==> src/design/dso_pkg.sv <==
// constants for the drive status word and command objects
package dso_pkg;
  // ==========
  // object indices
  localparam logic [15:0] IDX_VSTATUS = 16'h4000;
  localparam logic [15:0] IDX_SUB_ERR = 16'h4001;
  localparam logic [15:0] IDX_COMMIT = 16'h4100;
  localparam logic [15:0] IDX_COORD_MODE = 16'h4103;
  localparam logic [15:0] IDX_COORD_POS = 16'h4104;
  localparam logic [15:0] IDX_FAULT_RST = 16'h4107;
  // ==========
  // reset values and keys
  localparam logic [15:0] RST_SUB_ERR = 16'h0000;
  localparam logic [31:0] RST_COMMIT = 32'h00000000;
  localparam logic [15:0] RST_COORD_MODE = 16'h0083;
  localparam logic [31:0] RST_COORD_POS = 32'h00000000;
  localparam logic [31:0] RST_FAULT_RST = 32'h00000000;
  localparam logic [31:0] KEY_COMMIT = 32'h666e6f63;
  localparam logic [31:0] KEY_FAULT_RST = 32'h74737274;
  // ==========
  // status word bit positions, bits 10 to 15 reserved
  localparam int BIT_ORIGIN = 0;
  localparam int BIT_DEN = 1;
  localparam int BIT_ZERO_SPEED_SIGNAL = 2;
  localparam int BIT_FLIM = 3;
  localparam int BIT_VLIM = 4;
  localparam int BIT_PSOFT = 5;
  localparam int BIT_NSOFT = 6;
  localparam int BIT_VAGREE = 7;
  localparam int BIT_PROX = 8;
  localparam int BIT_COMMAND_READY_FLAG = 9;
  // ==========
  // error codes, sub number in upper byte as f0..f9
  localparam logic [7:0] ERR_COMMIT_MAIN = 8'h27;
  localparam logic [3:0] ERR_COMMIT_SUB = 4'h7;
  localparam logic [3:0] ERR_SUB_TAG = 4'hf;
  // ==========
  // abort codes of the mailbox protocol
  localparam logic [31:0] ABORT_NO_OBJ = 32'h06020000;
  localparam logic [31:0] ABORT_RO = 32'h06010002;
  localparam logic [31:0] ABORT_CA = 32'h06010000;
  localparam logic [31:0] ABORT_VALUE = 32'h06090030;
  localparam logic [31:0] ABORT_STATE = 32'h08000022;
  // ==========
  // modes of operation
  localparam logic [7:0] MODE_HM = 8'h06;
  localparam logic [7:0] MODE_CSP = 8'h08;
  localparam logic [7:0] MODE_CSV = 8'h09;
  localparam logic [7:0] MODE_CST = 8'h0a;
  // ==========
  // timing
  localparam int CLK_MHZ = 125;
  localparam int COMM_CYCLE_US = 1000;
  localparam int COMM_CYCLES = COMM_CYCLE_US * CLK_MHZ;
  localparam int COMMIT_TIME_US = 20;
  localparam int COMMIT_CYCLES = COMMIT_TIME_US * CLK_MHZ;
  localparam int RESET_TIME_US = 4;
  localparam int RESET_CYCLES = RESET_TIME_US * CLK_MHZ;
  // ==========
  // background operation states
  typedef enum logic [1:0] {
    OP_IDLE = 2'b00,
    OP_COMMIT = 2'b01,
    OP_RESET = 2'b11
  } op_type;
endpackage : dso_pkg

==> src/design/dso_top.sv <==
// drive vendor status word and maker command objects
// Behaviour
// origin flag set only when homed and position inside origin range.
// csp: distribution complete when pre or post filter increment zero in cycle.
// homing: also needs internal generator finished up to target position.
// zero speed flag while |actual velocity| below zero speed threshold.
// force limit flag follows force limiting, forced 0 while servo off.
// flag setting 0 judges including force command, 1 excluding it.
// speed limit flag in force control while speed is being clamped.
// selection 0 clamps to limit value; 1 to smaller of it and max velocity.
// speed agreement forced 0 when target ignored 0 during prohibit deceleration.
// positive soft limit flag when position above maximum limit.
// negative soft limit flag when position below minimum limit.
// both soft limit flags 0 when function disabled or not homed.
// speed agreement when |command speed minus actual speed| below range.
// position control only: proximity when |position error| below second range.
// command ready 0 while any write, commit, reset, clear, backup runs.
// command ready 0 from servo on/off acceptance until state reached.
// commit key written over mailbox applies changes of class C objects.
// commit while servo on forces the servo off.
// after commit the drive faults with error 27.7.
// commit aborts on complete access, wrong key or undervoltage error.
// reset key written over mailbox clears the fault status.
// fault reset aborts only on complete access or wrong key; code also aborts while a commit or reset still runs.
// bits 10 to 15 reserved; unsupported bits undefined.
// sub error code: f0..f9 sub number high byte, main number low byte.
// flags evaluated once per communications cycle, presented coherently.
`timescale 1ns/1ps
module dso_top #(
  parameter int W = 32,
  parameter int COMM_CYCLES = dso_pkg::COMM_CYCLES
) (
  input wire logic clk_sys,
  input wire logic rst_n,
  // mailbox object access
  input wire logic sdo_req,
  input wire logic sdo_we,
  input wire logic sdo_complete_access,
  input wire logic [15:0] sdo_index,
  input wire logic [31:0] sdo_wdata,
  output logic sdo_ack,
  output logic sdo_abort,
  output logic [31:0] sdo_abort_code,
  output logic [31:0] sdo_rdata,
  // process data status word
  output logic [15:0] pdo_status,
  output logic comm_tick,
  // drive state
  input wire logic [7:0] mode_of_op,
  input wire logic homing_done,
  input wire logic signed [W-1:0] pos_actual,
  input wire logic [W-1:0] origin_range,
  input wire logic signed [W-1:0] cmd_incr_pre,
  input wire logic signed [W-1:0] cmd_incr_post,
  input wire logic gen_dist_done,
  input wire logic signed [W-1:0] vel_actual,
  input wire logic [W-1:0] zero_speed_thr,
  input wire logic servo_on,
  input wire logic flim_incl_cmd,
  input wire logic flim_excl_cmd,
  input wire logic flim_sel,
  input wire logic signed [W-1:0] speed_cmd,
  input wire logic [W-1:0] speed_limit_value,
  input wire logic [W-1:0] max_profile_vel,
  input wire logic speed_limit_sel,
  output logic signed [W-1:0] speed_clamped,
  input wire logic target_ignored,
  input wire logic prohibit_decel,
  input wire logic soft_limit_en,
  input wire logic signed [W-1:0] pos_limit_max,
  input wire logic signed [W-1:0] pos_limit_min,
  input wire logic signed [W-1:0] speed_cmd_pre_acc,
  input wire logic [W-1:0] agree_range,
  input wire logic signed [W-1:0] pos_err_cmd,
  input wire logic [W-1:0] prox_range,
  // other background work and servo transitions
  input wire logic hist_clear_busy,
  input wire logic backup_busy,
  input wire logic save_busy,
  input wire logic restore_busy,
  input wire logic servo_cmd_accept,
  input wire logic servo_state_reached,
  input wire logic undervolt_err,
  // error reporting
  input wire logic err_set,
  input wire logic [7:0] err_main,
  input wire logic [3:0] err_sub,
  output logic fault,
  output logic servo_force_off,
  output logic config_apply,
  output logic [15:0] coord_mode,
  output logic [31:0] coord_pos
);
  // ==========
  // communications cycle divider
  logic [$clog2(COMM_CYCLES)-1:0] div_q;
  always_ff @(posedge clk_sys or negedge rst_n) begin
    if (!rst_n) begin
      div_q <= '0;
    end else if (div_q == ($clog2(COMM_CYCLES))'(COMM_CYCLES - 1)) begin
      div_q <= '0;
    end else begin
      div_q <= div_q + 1'b1;
    end
  end
  assign comm_tick = div_q == ($clog2(COMM_CYCLES))'(COMM_CYCLES - 1);

  // ==========
  // mailbox decode
  logic wr_commit;
  logic wr_reset;
  logic commit_ok;
  logic reset_ok;
  logic [31:0] code_d;
  logic [31:0] rdata_d;
  logic abort_d;
  logic [31:0] commit_key_q;
  logic [31:0] reset_key_q;
  logic [15:0] sub_err_q;
  logic [15:0] coord_mode_q;
  logic [31:0] coord_pos_q;
  dso_pkg::op_type op_q;

  assign wr_commit = sdo_req && sdo_we && sdo_index == dso_pkg::IDX_COMMIT;
  assign wr_reset = sdo_req && sdo_we && sdo_index == dso_pkg::IDX_FAULT_RST;
  assign commit_ok = wr_commit && !sdo_complete_access && sdo_wdata == dso_pkg::KEY_COMMIT
    && !undervolt_err && op_q == dso_pkg::OP_IDLE;
  assign reset_ok = wr_reset && !sdo_complete_access && sdo_wdata == dso_pkg::KEY_FAULT_RST
    && op_q == dso_pkg::OP_IDLE;

  always_comb begin
    abort_d = 1'b0;
    code_d = '0;
    rdata_d = '0;
    case (sdo_index)
      dso_pkg::IDX_VSTATUS: begin
        rdata_d = {16'h0000, pdo_status};
        if (sdo_we) begin
          abort_d = 1'b1;
          code_d = dso_pkg::ABORT_RO;
        end
      end
      dso_pkg::IDX_SUB_ERR: begin
        rdata_d = {16'h0000, sub_err_q};
        if (sdo_we) begin
          abort_d = 1'b1;
          code_d = dso_pkg::ABORT_RO;
        end
      end
      dso_pkg::IDX_COMMIT, dso_pkg::IDX_FAULT_RST: begin
        rdata_d = sdo_index == dso_pkg::IDX_COMMIT ? commit_key_q : reset_key_q;
        if (sdo_we && sdo_complete_access) begin
          abort_d = 1'b1;
          code_d = dso_pkg::ABORT_CA;
        end else if (sdo_we && sdo_wdata != (sdo_index == dso_pkg::IDX_COMMIT ?
          dso_pkg::KEY_COMMIT : dso_pkg::KEY_FAULT_RST)) begin
          abort_d = 1'b1;
          code_d = dso_pkg::ABORT_VALUE;
        end else if (sdo_we && sdo_index == dso_pkg::IDX_COMMIT && undervolt_err) begin
          abort_d = 1'b1;
          code_d = dso_pkg::ABORT_STATE;
        end else if (sdo_we && op_q != dso_pkg::OP_IDLE) begin
          // only one commit or fault reset at a time
          abort_d = 1'b1;
          code_d = dso_pkg::ABORT_STATE;
        end
      end
      dso_pkg::IDX_COORD_MODE: begin
        rdata_d = {16'h0000, coord_mode_q};
      end
      dso_pkg::IDX_COORD_POS: begin
        rdata_d = coord_pos_q;
      end
      default: begin
        abort_d = 1'b1;
        code_d = dso_pkg::ABORT_NO_OBJ;
      end
    endcase
  end

  always_ff @(posedge clk_sys or negedge rst_n) begin
    if (!rst_n) begin
      sdo_ack <= 1'b0;
      sdo_abort <= 1'b0;
      sdo_abort_code <= '0;
      sdo_rdata <= '0;
    end else begin
      sdo_ack <= sdo_req;
      sdo_abort <= sdo_req && abort_d;
      sdo_abort_code <= sdo_req ? code_d : '0;
      sdo_rdata <= sdo_req ? rdata_d : '0;
    end
  end

  // ==========
  // stored objects
  always_ff @(posedge clk_sys or negedge rst_n) begin
    if (!rst_n) begin
      commit_key_q <= dso_pkg::RST_COMMIT;
      reset_key_q <= dso_pkg::RST_FAULT_RST;
      coord_mode_q <= dso_pkg::RST_COORD_MODE;
      coord_pos_q <= dso_pkg::RST_COORD_POS;
    end else if (sdo_req && sdo_we) begin
      if (commit_ok) begin
        commit_key_q <= sdo_wdata;
      end
      if (reset_ok) begin
        reset_key_q <= sdo_wdata;
      end
      if (sdo_index == dso_pkg::IDX_COORD_MODE) begin
        coord_mode_q <= sdo_wdata[15:0];
      end
      if (sdo_index == dso_pkg::IDX_COORD_POS) begin
        coord_pos_q <= sdo_wdata;
      end
    end
  end
  assign coord_mode = coord_mode_q;
  assign coord_pos = coord_pos_q;

  // ==========
  // commit and fault reset operations
  logic commit_busy;
  logic commit_done;
  logic reset_busy;
  logic reset_done;

  dso_op_timer #(.N(dso_pkg::COMMIT_CYCLES)) u_commit_tmr (
    .clk_sys(clk_sys),
    .rst_n(rst_n),
    .start(commit_ok),
    .busy(commit_busy),
    .done(commit_done)
  );
  dso_op_timer #(.N(dso_pkg::RESET_CYCLES)) u_reset_tmr (
    .clk_sys(clk_sys),
    .rst_n(rst_n),
    .start(reset_ok),
    .busy(reset_busy),
    .done(reset_done)
  );

  always_ff @(posedge clk_sys or negedge rst_n) begin
    if (!rst_n) begin
      op_q <= dso_pkg::OP_IDLE;
    end else begin
      case (op_q)
        dso_pkg::OP_IDLE: begin
          if (commit_ok) begin
            op_q <= dso_pkg::OP_COMMIT;
          end else if (reset_ok) begin
            op_q <= dso_pkg::OP_RESET;
          end
        end
        dso_pkg::OP_COMMIT: begin
          if (commit_done) begin
            op_q <= dso_pkg::OP_IDLE;
          end
        end
        dso_pkg::OP_RESET: begin
          if (reset_done) begin
            op_q <= dso_pkg::OP_IDLE;
          end
        end
        default: begin
          op_q <= dso_pkg::OP_IDLE;
        end
      endcase
    end
  end

  always_ff @(posedge clk_sys or negedge rst_n) begin
    if (!rst_n) begin
      servo_force_off <= 1'b0;
      config_apply <= 1'b0;
    end else begin
      servo_force_off <= commit_ok && servo_on;
      config_apply <= commit_done;
    end
  end

  // fault and sub error code; a new error wins over a reset finishing
  always_ff @(posedge clk_sys or negedge rst_n) begin
    if (!rst_n) begin
      fault <= 1'b0;
      sub_err_q <= dso_pkg::RST_SUB_ERR;
    end else if (commit_done) begin
      fault <= 1'b1;
      sub_err_q <= {dso_pkg::ERR_SUB_TAG, dso_pkg::ERR_COMMIT_SUB,
        dso_pkg::ERR_COMMIT_MAIN};
    end else if (err_set) begin
      fault <= 1'b1;
      sub_err_q <= {dso_pkg::ERR_SUB_TAG, err_sub, err_main};
    end else if (reset_done) begin
      fault <= 1'b0;
      sub_err_q <= dso_pkg::RST_SUB_ERR;
    end
  end

  // ==========
  // command ready
  logic servo_trans_q;
  logic cmd_busy;
  always_ff @(posedge clk_sys or negedge rst_n) begin
    if (!rst_n) begin
      servo_trans_q <= 1'b0;
    end else if (servo_cmd_accept) begin
      servo_trans_q <= 1'b1;
    end else if (servo_state_reached) begin
      servo_trans_q <= 1'b0;
    end
  end
  assign cmd_busy = (sdo_req && sdo_we) || sdo_ack || commit_busy || reset_busy
    || hist_clear_busy || backup_busy || save_busy || restore_busy
    || servo_trans_q || servo_cmd_accept;

  // ==========
  // distribution tracking across one communications cycle
  logic pre_moved_q;
  logic post_moved_q;
  logic pre_moved;
  logic post_moved;
  assign pre_moved = pre_moved_q || cmd_incr_pre != '0;
  assign post_moved = post_moved_q || cmd_incr_post != '0;
  always_ff @(posedge clk_sys or negedge rst_n) begin
    if (!rst_n) begin
      pre_moved_q <= 1'b0;
      post_moved_q <= 1'b0;
    end else if (comm_tick) begin
      pre_moved_q <= 1'b0;
      post_moved_q <= 1'b0;
    end else begin
      pre_moved_q <= pre_moved;
      post_moved_q <= post_moved;
    end
  end

  // ==========
  // magnitude comparisons
  logic in_origin;
  logic zero_speed;
  logic speeds_agree;
  logic proximity_flag_pos;
  dso_mag_below #(.W(W)) u_origin (
    .a(pos_actual),
    .b('0),
    .thr(origin_range),
    .below(in_origin)
  );
  dso_mag_below #(.W(W)) u_zero_speed_signal (
    .a(vel_actual),
    .b('0),
    .thr(zero_speed_thr),
    .below(zero_speed)
  );
  dso_mag_below #(.W(W)) u_agree (
    .a(speed_cmd_pre_acc),
    .b(vel_actual),
    .thr(agree_range),
    .below(speeds_agree)
  );
  dso_mag_below #(.W(W)) u_prox (
    .a(pos_err_cmd),
    .b('0),
    .thr(prox_range),
    .below(proximity_flag_pos)
  );

  // ==========
  // speed clamp in force control
  logic [W-1:0] limit_eff;
  logic [W-1:0] speed_mag;
  logic clamping;
  assign limit_eff = (speed_limit_sel && max_profile_vel < speed_limit_value) ?
    max_profile_vel : speed_limit_value;
  assign speed_mag = speed_cmd[W-1] ? W'(-speed_cmd) : W'(speed_cmd);
  assign clamping = mode_of_op == dso_pkg::MODE_CST && speed_mag > limit_eff;
  always_ff @(posedge clk_sys or negedge rst_n) begin
    if (!rst_n) begin
      speed_clamped <= '0;
    end else if (!clamping) begin
      speed_clamped <= speed_cmd;
    end else begin
      speed_clamped <= speed_cmd[W-1] ? W'(-limit_eff) : limit_eff;
    end
  end

  // ==========
  // status word, latched once per communications cycle
  logic pos_ctrl;
  logic soft_ok;
  logic [15:0] status_d;
  logic [15:0] status_q;
  assign pos_ctrl = mode_of_op == dso_pkg::MODE_CSP || mode_of_op == dso_pkg::MODE_HM;
  assign soft_ok = soft_limit_en && homing_done;

  always_comb begin
    status_d = '0;
    status_d[dso_pkg::BIT_ORIGIN] = homing_done && in_origin;
    if (mode_of_op == dso_pkg::MODE_CSP) begin
      status_d[dso_pkg::BIT_DEN] = !pre_moved || !post_moved;
    end else if (mode_of_op == dso_pkg::MODE_HM) begin
      status_d[dso_pkg::BIT_DEN] = (!pre_moved || !post_moved) && gen_dist_done;
    end
    status_d[dso_pkg::BIT_ZERO_SPEED_SIGNAL] = zero_speed;
    status_d[dso_pkg::BIT_FLIM] = servo_on && (flim_sel ? flim_excl_cmd : flim_incl_cmd);
    status_d[dso_pkg::BIT_VLIM] = clamping;
    status_d[dso_pkg::BIT_PSOFT] = soft_ok && pos_actual > pos_limit_max;
    status_d[dso_pkg::BIT_NSOFT] = soft_ok && pos_actual < pos_limit_min;
    status_d[dso_pkg::BIT_VAGREE] = speeds_agree && !(prohibit_decel && !target_ignored);
    status_d[dso_pkg::BIT_PROX] = pos_ctrl && proximity_flag_pos;
    status_d[dso_pkg::BIT_COMMAND_READY_FLAG] = !cmd_busy;
  end

  always_ff @(posedge clk_sys or negedge rst_n) begin
    if (!rst_n) begin
      status_q <= '0;
    end else if (comm_tick) begin
      status_q <= status_d;
    end
  end
  assign pdo_status = status_q;
endmodule : dso_top

==> src/design/dso_mag_below.sv <==
// magnitude compare: |a - b| below a threshold
`timescale 1ns/1ps
module dso_mag_below #(
  parameter int W = 32
) (
  input wire logic signed [W-1:0] a,
  input wire logic signed [W-1:0] b,
  input wire logic [W-1:0] thr,
  output logic below
);
  logic signed [W:0] diff;
  logic [W:0] mag;
  // one extra bit so extreme operands cannot wrap
  assign diff = W'(1) == 1 ? ({a[W-1], a} - {b[W-1], b}) : '0;
  assign mag = diff[W] ? (W+1)'(-diff) : diff;
  assign below = mag < {1'b0, thr};
endmodule : dso_mag_below

==> src/design/dso_op_timer.sv <==
// busy timer for a background operation
`timescale 1ns/1ps
module dso_op_timer #(
  parameter int N = 16
) (
  input wire logic clk_sys,
  input wire logic rst_n,
  input wire logic start,
  output logic busy,
  output logic done
);
  logic [$clog2(N+1)-1:0] cnt_q;
  always_ff @(posedge clk_sys or negedge rst_n) begin
    if (!rst_n) begin
      cnt_q <= '0;
    end else if (start && cnt_q == '0) begin
      cnt_q <= ($clog2(N+1))'(N);
    end else if (cnt_q != '0) begin
      cnt_q <= cnt_q - 1'b1;
    end
  end
  assign busy = cnt_q != '0;
  assign done = cnt_q == ($clog2(N+1))'(1);
endmodule : dso_op_timer

==> config.mk <==
export PLATFORM = sky130hd
export DESIGN_NAME = dso_top
export DESIGN_NICKNAME = d
export VERILOG_FILES = /design/src/design/dso_pkg.sv /design/src/design/dso_top.sv /design/src/design/dso_mag_below.sv /design/src/design/dso_op_timer.sv
export SDC_FILE = /design/constraint.sdc
export NUM_CORES = 1
export LEC_CHECK = 0
export BUFFER_PORTS_ARGS = -buffer_cell sky130_fd_sc_hd__clkbuf_2
export CELL_PAD_IN_SITES_DETAIL_PLACEMENT = 0
export CELL_PAD_IN_SITES_GLOBAL_PLACEMENT = 1
export CORE_MARGIN = 3
export CORE_UTILIZATION = 37
export CTS_CLUSTER_DIAMETER = 150
export DETAILED_ROUTE_END_ITERATION = 6
export PLACE_DENSITY = 0.76
export SKIP_LAST_GASP = 1
export SYNTH_ARGS = -nofsm -noshare
export SYNTH_HDL_FRONTEND = slang
export SYNTH_HIERARCHICAL = 1
export SYNTH_SLANG_ARGS = --single-unit
export TNS_END_PERCENT = 1
==> constraint.sdc <==
create_clock -name clk_sys -period 2.15 [get_ports clk_sys]
set_input_delay 0.1075 -clock clk_sys [delete_from_list [all_inputs] [get_ports clk_sys]]
set_output_delay 0.1075 -clock clk_sys [all_outputs]
set_load 0.05 [all_outputs]
* Word-level counts from Yosys, hierarchy flattened
Index checks and enable logic that the tools add are counted.
** Word-level totals
- Register bits :: 282
- Input port bits :: 571
- Output and inout port bits :: 166
- Logic and storage cells :: 177
** Operators by class
- $add $sub $neg :: 10
- Order comparisons :: 8
- Eq/ne operators :: 20
- Mux-type cells :: 48
- Reduce and logical (&&, ||, !) cells :: 70
** Operator list (count)
- 32-bit 2-to-1 mux :: 7
- 32-bit one-hot mux with 5 select lines :: 1
- 33-bit by 32-bit less-than comparator with 1-bit output :: 4
- 33-bit 2-to-1 mux :: 4
- 28-bit 2-to-1 mux :: 4
- 32-bit negation with 33-bit output :: 3
- 16-bit by 15-bit == test with 1-bit output, second input constant :: 6
- 32-bit one-hot mux with 3 select lines :: 1
- 32-bit by 31-bit == test with 1-bit output, second input constant :: 2
- 32-bit > comparator :: 2
- 32-bit less-than comparator :: 2
- 32-bit negation :: 2
- 32-bit nonzero test :: 2
- 16-bit 2-to-1 mux :: 3
- 33-bit negation :: 1
- 32-bit by 32-bit subtractor with 33-bit output :: 1
- 32-bit by 31-bit inequality test with 1-bit output :: 1
- 1-bit logical AND :: 30
- 29-bit 2-to-1 mux :: 1
- 27-bit 2-to-1 mux :: 1
- 12-bit 2-to-1 mux :: 2
- 9-bit 2-to-1 mux :: 2
- 17-bit by 1-bit adder with 17-bit output, second input constant :: 1
- 17-bit == test, second input constant :: 1
- 27 further kinds :: 72

* Logic depth before layout (Yosys ltp)
Gate-level depths: netlist of run 1.
- Depth after elaboration :: 11
- Depth in mapped cells :: 27
- Gate-level depth less buffers :: 26

* Modules after synthesis
The synthesis of run 1 kept the hierarchy.
** Modules (own cells, without submodules)
- dso_top :: times used 1, cells each 1556, area an instance 15004.4 um2, sequential area each 5809.3 um2
- dso_mag_below (u_agree ...) :: times used 2, cells each 514, area an instance 3563.4 um2, sequential area each 0.0 um2
- dso_mag_below (u_origin) :: times used 1, cells each 574, area an instance 3818.7 um2, sequential area each 0.0 um2
- dso_mag_below (u_prox) :: times used 1, cells each 545, area an instance 3693.5 um2, sequential area each 0.0 um2
- dso_op_timer (u_commit_tmr) :: times used 1, cells each 60, area an instance 653.1 um2, sequential area each 300.3 um2
- dso_op_timer (u_reset_tmr) :: times used 1, cells each 48, area an instance 558.0 um2, sequential area each 225.2 um2

* Worst setup path before layout of run 1
Ideal clock, no wire load.
- Kind :: input-to-reg
- Start point :: input speed_cmd_pre_acc[0]
- End point :: register status_q[7] (netlist: pdo_status[7])
- Setup time :: 0.084 ns
- Data arrival time :: 4.976 ns
- Required time :: 2.066 ns
- Path slack :: -2.910 ns
- Cell stages on the path :: 25
- Buffers on the path :: 0
- Cells stage by stage :: inv_1 ha_1 fa_1 nor2b_4 o31ai_2 a211o_1 a21o_1 o21ai_1 xor2_2 or4_1 nor3b_2 a21oi_1 xor2_1 ha_1 a21o_1 a21oi_1 nor2b_1 a2111oi_0 o311a_1 o21ai_0 a2111oi_0 nor3_1 a31oi_1 o21ai_0 o21ai_0
** On the way
- Longest elaborated chain between the ends :: 5
** RTL lines
- from (decl) :: line dso_top.sv:72 : input wire logic signed [W-1:0] speed_cmd_pre_acc,
- 32-bit by 32-bit subtractor with 33-bit output (*) :: line dso_mag_below.sv:14 : assign diff = W'(1) == 1 ? ({a[W-1], a} - {b[W-1], b}) : '0;
- 33-bit negation :: line dso_mag_below.sv:15 : assign mag = diff[W] ? (W+1)'(-diff) : diff;
- 33-bit 2-to-1 mux (*) :: line dso_mag_below.sv:15
- 33-bit by 32-bit less-than comparator with 1-bit output (*) :: line dso_mag_below.sv:16 : assign below = mag < {1'b0, thr};
- via speeds_agree :: line dso_top.sv:342 : logic speeds_agree;
- 1-bit logical AND (*) :: line dso_top.sv:410 : status_d[dso_pkg::BIT_VAGREE] = speeds_agree && !(prohibit_decel && !target_ignored);
- to (signal assigned) :: line dso_top.sv:419 : status_q <= status_d;
- to (decl) :: line dso_top.sv:393 : logic [15:0] status_q;
Mark *: on every way through the listed nets, which the timed path passes. The rest lies on a longest branch.
A chain may end at the register's enable or synchronous reset.

* Worst setup path after layout of run 1
Same ends and word-level chain as after synthesis.

==> impl_metrics.tcl, run 1 <==
set metrics [dict create \
    synth_top_area_share 0.203 \
    layout_setup_ws_ps -2220 \
    async_flop_share 1.00 \
    post-route-drc-count 0 \
    setup.worst_path.start_class "input port" \
    p_leak_nw 23.9 \
    fmaxAchievable_mhz 229 \
    num-nets-final 6678 \
    grt_overflow 0 \
    worst_slew_pin_slew_ps 1020 \
    ys.flop_type "dfrtp_1" \
    path_max_fanout 4 \
    routed_wl_um 123000 \
    layoutNonFillerInstCount 6815 \
    status "complete, but fails checks" \
    dr.pass1.iters 6 \
    portBuffers 707 \
    cts_sinks 253 \
    slowest_delay_ps 510 \
    hold_viol_final 0 \
    cts_buffers 30 \
    synth.most_common_cell "inv_1" \
    p_int_mw 14.1 \
    yosysTopAreaCell "dfrtp_1" \
    grt_antenna_before_repair 10 \
    num_io_pins 737 \
    path_clk_slew_ps 60 \
    worst-path-buf-inv 4 \
    p_per_area_mw_per_mm2 487 \
    cts-root-buf "clkbuf_16" \
    fp-row-count 105 \
    cts_tree "done" \
    p_sw_mw 8.41 \
    drive_above_1_share 0.366 \
    rsz0062_at_grt "yes" \
    synth_enable_flop_cells 0 \
    finalSetupViolations 72 \
    ir_worst_vdd_mv 0.550 \
    min_period_over_period 2.03 \
    power_frac_seq 0.215 \
    worstPathArrival_ps 4890 \
    finalSetupTns_ps -82500 \
    fin_worst_skew_ps 15.4 \
    critPathTopFamily "compound AO/OA/AOI/OAI gates" \
    comb_power_share 0.536 \
    dp_hpwl_um 106000 \
    clk_latency_ps 590 \
    max_slew_margin 0.318 \
    grt_pass1_wl_um 190000 \
    slowest_stage "or4_4" \
    holdWs_ps 27.4 \
    drt_iter0_drc 1648 \
    yosys-top-cells-count "392 x inv_1, 390 x ha_1, 280 x nor2_1, 269 x a21oi_1, 265 x nand2_1" \
    netlist_instances 3811 \
    maxCapViolCount 0 \
    wire_per_inst_um 18.0 \
    worst-setup-path-type "input port to register" \
    vias 34900 \
    seq_area_frac_synth 0.205 \
    die_x_um 295 \
    gp_congestion 0.958 \
    grt_pass1_vias 35100 \
    violations "negative setup slack" \
    synthToLayoutAreaGrowth_pct 50.0 \
    die_h_um 295 \
    syn-mean-instance-area_um2 8.10 \
    core_mm2 0.0824 \
    ant_nets 0 \
    slew_viol_final 0 \
    hold_class "input port to asynchronous set/reset pin" \
    grt_max_degree 65 \
    dp.cells 6644 \
    die_area_mm2 0.0869 \
    total_power_mw 22.5 \
    clock_power_share 0.249 \
    finalCriticalPeriod_ps 4370 \
    syn_area_mm2 0.0309 \
    ys_types 119 \
    netlist_top_cells_area "dfrtp_1 20%, ha_1 16%, inv_1 4.8%, xnor2_1 4.7%, a21oi_1 4.4%" \
    yosysWarnings 6 \
    p_sw_frac 0.373 \
    clockBufferDepth 3 \
    post-place-ws_ps -3230 \
    start_util 0.375 \
    endpoint_kind "register" \
    detail_route.vias_per_cell 5.12 \
    grt_usage 0.274 \
    htreeDepth 1 \
    ys_ff_latch 253 \
    required_ps 2670 \
]
==> layout by cell type (no fill, tap or decap), drive strengths merged, types with 89 or more instances in the layout <==
master / n
o21ai: 212
buf: 1085
nand2: 267
ha: 390
nor2: 281
xnor2: 167
conb: 128
dlygate4sd3: 99
xor2: 125
dfrtp: 250
a21oi: 278
clkbuf: 741
inv: 398
nand3: 89
==> logic make-up after synthesis <==
family	Yosys count	share of synthesized area
adders and majority gates	394	0.161
DFF	253	0.205
muxes	129	0.0485
AOI/OAI and AO/OA	984	0.214
buffers and inverters	540	0.0727
other	1	0.000122
xor gates and xnor gates	292	0.0852
and+or+nand+nor	1218	0.213
==> worst reg2reg max path, delay by kind of cell, from the launching register on <==
kind,cells,cell delay (ps)
AO/OA/AOI/OAI,1,120
flip-flops,1,350
AND/OR/NAND/NOR,5,1340
buffers and inverters,2,230
adder cells (fa/ha/maj),1,180
==> layer usage <==
layer | GRT usage | up-vias | part of all wire
met5 | 0 | - | 0.000057
met4 | 0.0882 | 2 | 0.037
met1 | 0.340 | 16300 | 0.42
li1 | - | 17400 | -
met2 | 0.487 | 1009 | 0.48
met3 | 0.0383 | 204 | 0.058
==> stage by stage <==
| step | util | area [um^2] |
|---|---|---|
| 2_1_floorplan | - | 31400 |
| 3_3_place_gp | 0.532 | 43800 |
| 4_1_cts | 0.559 | 46000 |
| 5_1_grt | 0.562 | 46300 |
| 3_5_place_dp | 0.532 | 43800 |
| 6_report | 0.562 | 46300 |
==> worst paths after layout <==
check | slack (ps) | startpoint | to | cells after the start
max | -2220 | speed_cmd_pre_acc[0] | pdo_status[7] | 25
min in group clk_sys | 50 | mode_of_op[7] | pdo_status[8] | 5
min | 30 | rst_n | sdo_rdata[13] | 2
min reg2reg | 470 | reset_key_q[5] | reset_key_q[5] | 1
max in group asynchronous | 1280 | rst_n | coord_pos[30] | 4
max reg2reg | -140 | div_q[0] | pdo_status[5] | 9
==> state kept, by name, summed over array words and instances (netlist names), 2 cells and up <==
| register | count |
|---|---|
| reset_key_q | 32 |
| sdo_rdata | 32 |
| u_commit_tmr/cnt_q | 12 |
| pdo_status | 10 |
| sdo_abort_code | 7 |
| div_q | 17 |
| op_q | 2 |
| coord_mode | 16 |
| coord_pos | 32 |
| commit_key_q | 32 |
| sub_err_q | 12 |
| speed_clamped | 32 |
| u_reset_tmr/cnt_q | 9 |
==> power by group through the flow <==
stage	clock network [mW]	logic (mW)	registers, mW
2_1_floorplan	0	6.32	5.05
3_3_place_gp	0	11.4	4.94
3_5_place_dp	0	11.6	4.94
4_1_cts	5.76	11.9	4.85
5_1_grt	5.93	13.4	4.85
6_report	5.62	12.1	4.85
==> what timing repair did <==
item / 4_1_cts / 5_1_grt
endpoints found under the setup margin: 60 / 93
hold buffers: 99 / 0
pin swaps: 24 / 15
endpoints found under the hold margin: 342 / 0
cloned: 0 / 0
gates resized for setup: 19 / 38
buffers inserted: 2 / 6
==> area by class of cell <==
class / count / area [um^2]
timing repair buffer: 1889 / 12900
multi-input combinational: 3145 / 23100
clock buffer: 36 / 813
sequential: 253 / 6330
fill: 7673 / 36100
inverter: 394 / 1490
tap: 1070 / 1340
clock inverter: 20 / 283
antenna: 8 / 20.0
Power figures use the tool's default switching activity.
==> run 2: changes to the inputs <==
--- a/config.mk
+++ b/config.mk
@@ -10,9 +10,8 @@
 export CELL_PAD_IN_SITES_GLOBAL_PLACEMENT = 1
 export CORE_MARGIN = 3
 export CORE_UTILIZATION = 37
-export CTS_CLUSTER_DIAMETER = 150
 export DETAILED_ROUTE_END_ITERATION = 6
-export PLACE_DENSITY = 0.76
+export PLACE_DENSITY = 0.89
 export SKIP_LAST_GASP = 1
 export SYNTH_ARGS = -nofsm -noshare
 export SYNTH_HDL_FRONTEND = slang
==> run 2 against run 1 <==
The flow still finishes with violations (negative setup slack). Die area did not move. Sequential power barely moved. First-iteration DRC count rose by 34%. Worst setup slack got worse by 15 ps. Highest routed layer unchanged.
==> impl_metrics.tcl, run 2 (same netlist as run 1, synthesis figures left out) <==
set metrics [dict create \
    path_max_fanout 4 \
    max_slew_margin 0.312 \
    worst-setup-path-type "input port to register" \
    timing.rr.end "pdo_status[5]" \
    routed_wl_um 126000 \
    grt_usage 0.275 \
    reg2reg_depth 9 \
    power_frac_seq 0.210 \
    fp-row-count 105 \
    cts_buffers 34 \
    whs_endpoint "speed_clamped[3]" \
    dpl_cell_area_mm2 0.0438 \
    fin_worst_skew_ps 26.0 \
    num-nets-final 6698 \
    synthToLayoutAreaGrowth_pct 52.1 \
    clockBufferDepth 3 \
    p_sw_mw 8.71 \
    critPathTopFamily "compound AO/OA/AOI/OAI gates" \
    min_period_over_period 2.04 \
    required_ps 2630 \
    cts_tree "done" \
    post-place-ws_ps -3090 \
    hp-start "speed_cmd[3]" \
    comb_power_share 0.536 \
    dr.pass1.iters 6 \
    endpoint_kind "register" \
    rsz0062_at_grt "yes" \
    p_sw_frac 0.376 \
    grt_max_degree 62 \
    grt_pass1_vias 35600 \
    worstPathArrival_ps 4860 \
    clock_power_share 0.254 \
    p_leak_nw 24.1 \
    vias 36100 \
    slowest_stage "or4_4" \
    hold_class "input port to register" \
    portBuffers 707 \
    cpMostUsedCell "buf_4" \
    drive_above_1_share 0.379 \
    ir_worst_vdd_mv 0.456 \
    grt_overflow 0 \
    final_common_cell "buf_4" \
    path_clk_slew_ps 60 \
    grt_antenna_before_repair 22 \
    drt_iter0_drc 2211 \
    post-route-drc-count 0 \
    status "complete, but fails checks" \
    finalCriticalPeriod_ps 4390 \
    min_path_cells 3 \
    ant_nets 0 \
    htreeDepth 2 \
    cts-root-buf "clkbuf_16" \
    final_cell_mix "1,085 x buf_4, 702 x clkbuf_2, 391 x inv_1" \
    worst_slew_pin_slew_ps 1020 \
    gp_congestion 1.04 \
    crit-reg2reg-launch "div_q[0]" \
    detail_route.vias_per_cell 5.28 \
    core_mm2 0.0824 \
    p_int_mw 14.5 \
    num_io_pins 737 \
    slew_viol_final 0 \
    layout_setup_ws_ps -2240 \
    slowest_delay_ps 440 \
    post-route-cell-area_mm2 0.0469 \
    hold_viol_final 0 \
    grt_pass1_wl_um 190000 \
    die_h_um 295 \
    wire_per_inst_um 18.5 \
    maxCapViolCount 0 \
    die_x_um 295 \
    r2r_slack_ps -240 \
    cts_sinks 253 \
    die_area_mm2 0.0869 \
    clk_latency_ps 540 \
    holdWs_ps 45.2 \
    final_util 0.570 \
    finalSetupViolations 69 \
    worst-path-buf-inv 5 \
    setup.worst_path.start_class "input port" \
    p_per_area_mw_per_mm2 494 \
    fmaxAchievable_mhz 228 \
    violations "negative setup slack" \
    total_power_mw 23.2 \
    start_util 0.375 \
    dp_hpwl_um 105000 \
]
-- run 2: cell types whose count changed in the layout (fill, tap and decap cells not counted), sizes merged, moves of 2 or more --
cell and change:
diode +11, dlygate4sd3 -6, clkinv -4, bufinv -2
clkbuf +8, buf +23
-- run 2: power by group through the flow --
stage,clock network [mW],registers (mW),logic (mW)
final,5.90,4.86,12.4
after global placement,0,4.95,11.2
after global routing,6.23,4.86,13.6
after detailed placement,0,4.94,11.5
after floorplan,0,5.05,6.32
after CTS,6.06,4.86,11.8
-- run 2: how the worst max path moves through the flow --
stage	from	to	slack, ps	cells past startpoint
floorplan	speed_cmd_pre_acc[0]	pdo_status[7]	-2480	25
CTS	speed_cmd_pre_acc[0]	pdo_status[7]	-2120	27
global placement	speed_limit_value[25]	speed_clamped[23]	-2920	24
global route	vel_actual[4]	pdo_status[2]	-2430	26
finish	speed_cmd_pre_acc[0]	pdo_status[7]	-2240	26
detailed placement	vel_actual[1]	pdo_status[2]	-3090	26
-- run 2: cell type report --
type                       instances  area, um^2
timing repair buffer            1905       13000
antenna                           19        47.5
clock buffer                      45         943
sequential                       253        6330
inverter                         394        1490
tap                             1070        1340
clock inverter                    14         194
fill                            7361       35500
multi-input combinational       3145       23600
-- run 2: per-stage QoR --
step | std cells | TNS [ps]
floorplan | 3938 | -104830
global placement | 6648 | -157290
detailed placement | 6648 | -165660
CTS | 6807 | -76920
global route | 6841 | -96890
finish | 6845 | -83410
-- run 2: per-layer routing --
layer  GRT usage  up-vias  routed length [um]
met2       0.460     1402               58500
li1            -    17500                   -
met5           0        -                  26
met4       0.146        4                7720
met1       0.329    16900               50100
met3      0.0639      353                9970
-- run 2: repair_timing --
action                     4_1_cts  5_1_grt
setup endpoints to repair       55      108
hold buffers                    93        0
hold endpoints to repair       345        0
pin swaps                       26       81
cloned                           0        1
buffers inserted                 7       18
gates resized for setup         48      111
-- run 2: tightest hold or removal path, cell delays in order --
cell	delay, ps
clkbuf_2	110
buf_4	140
mux2_2	170
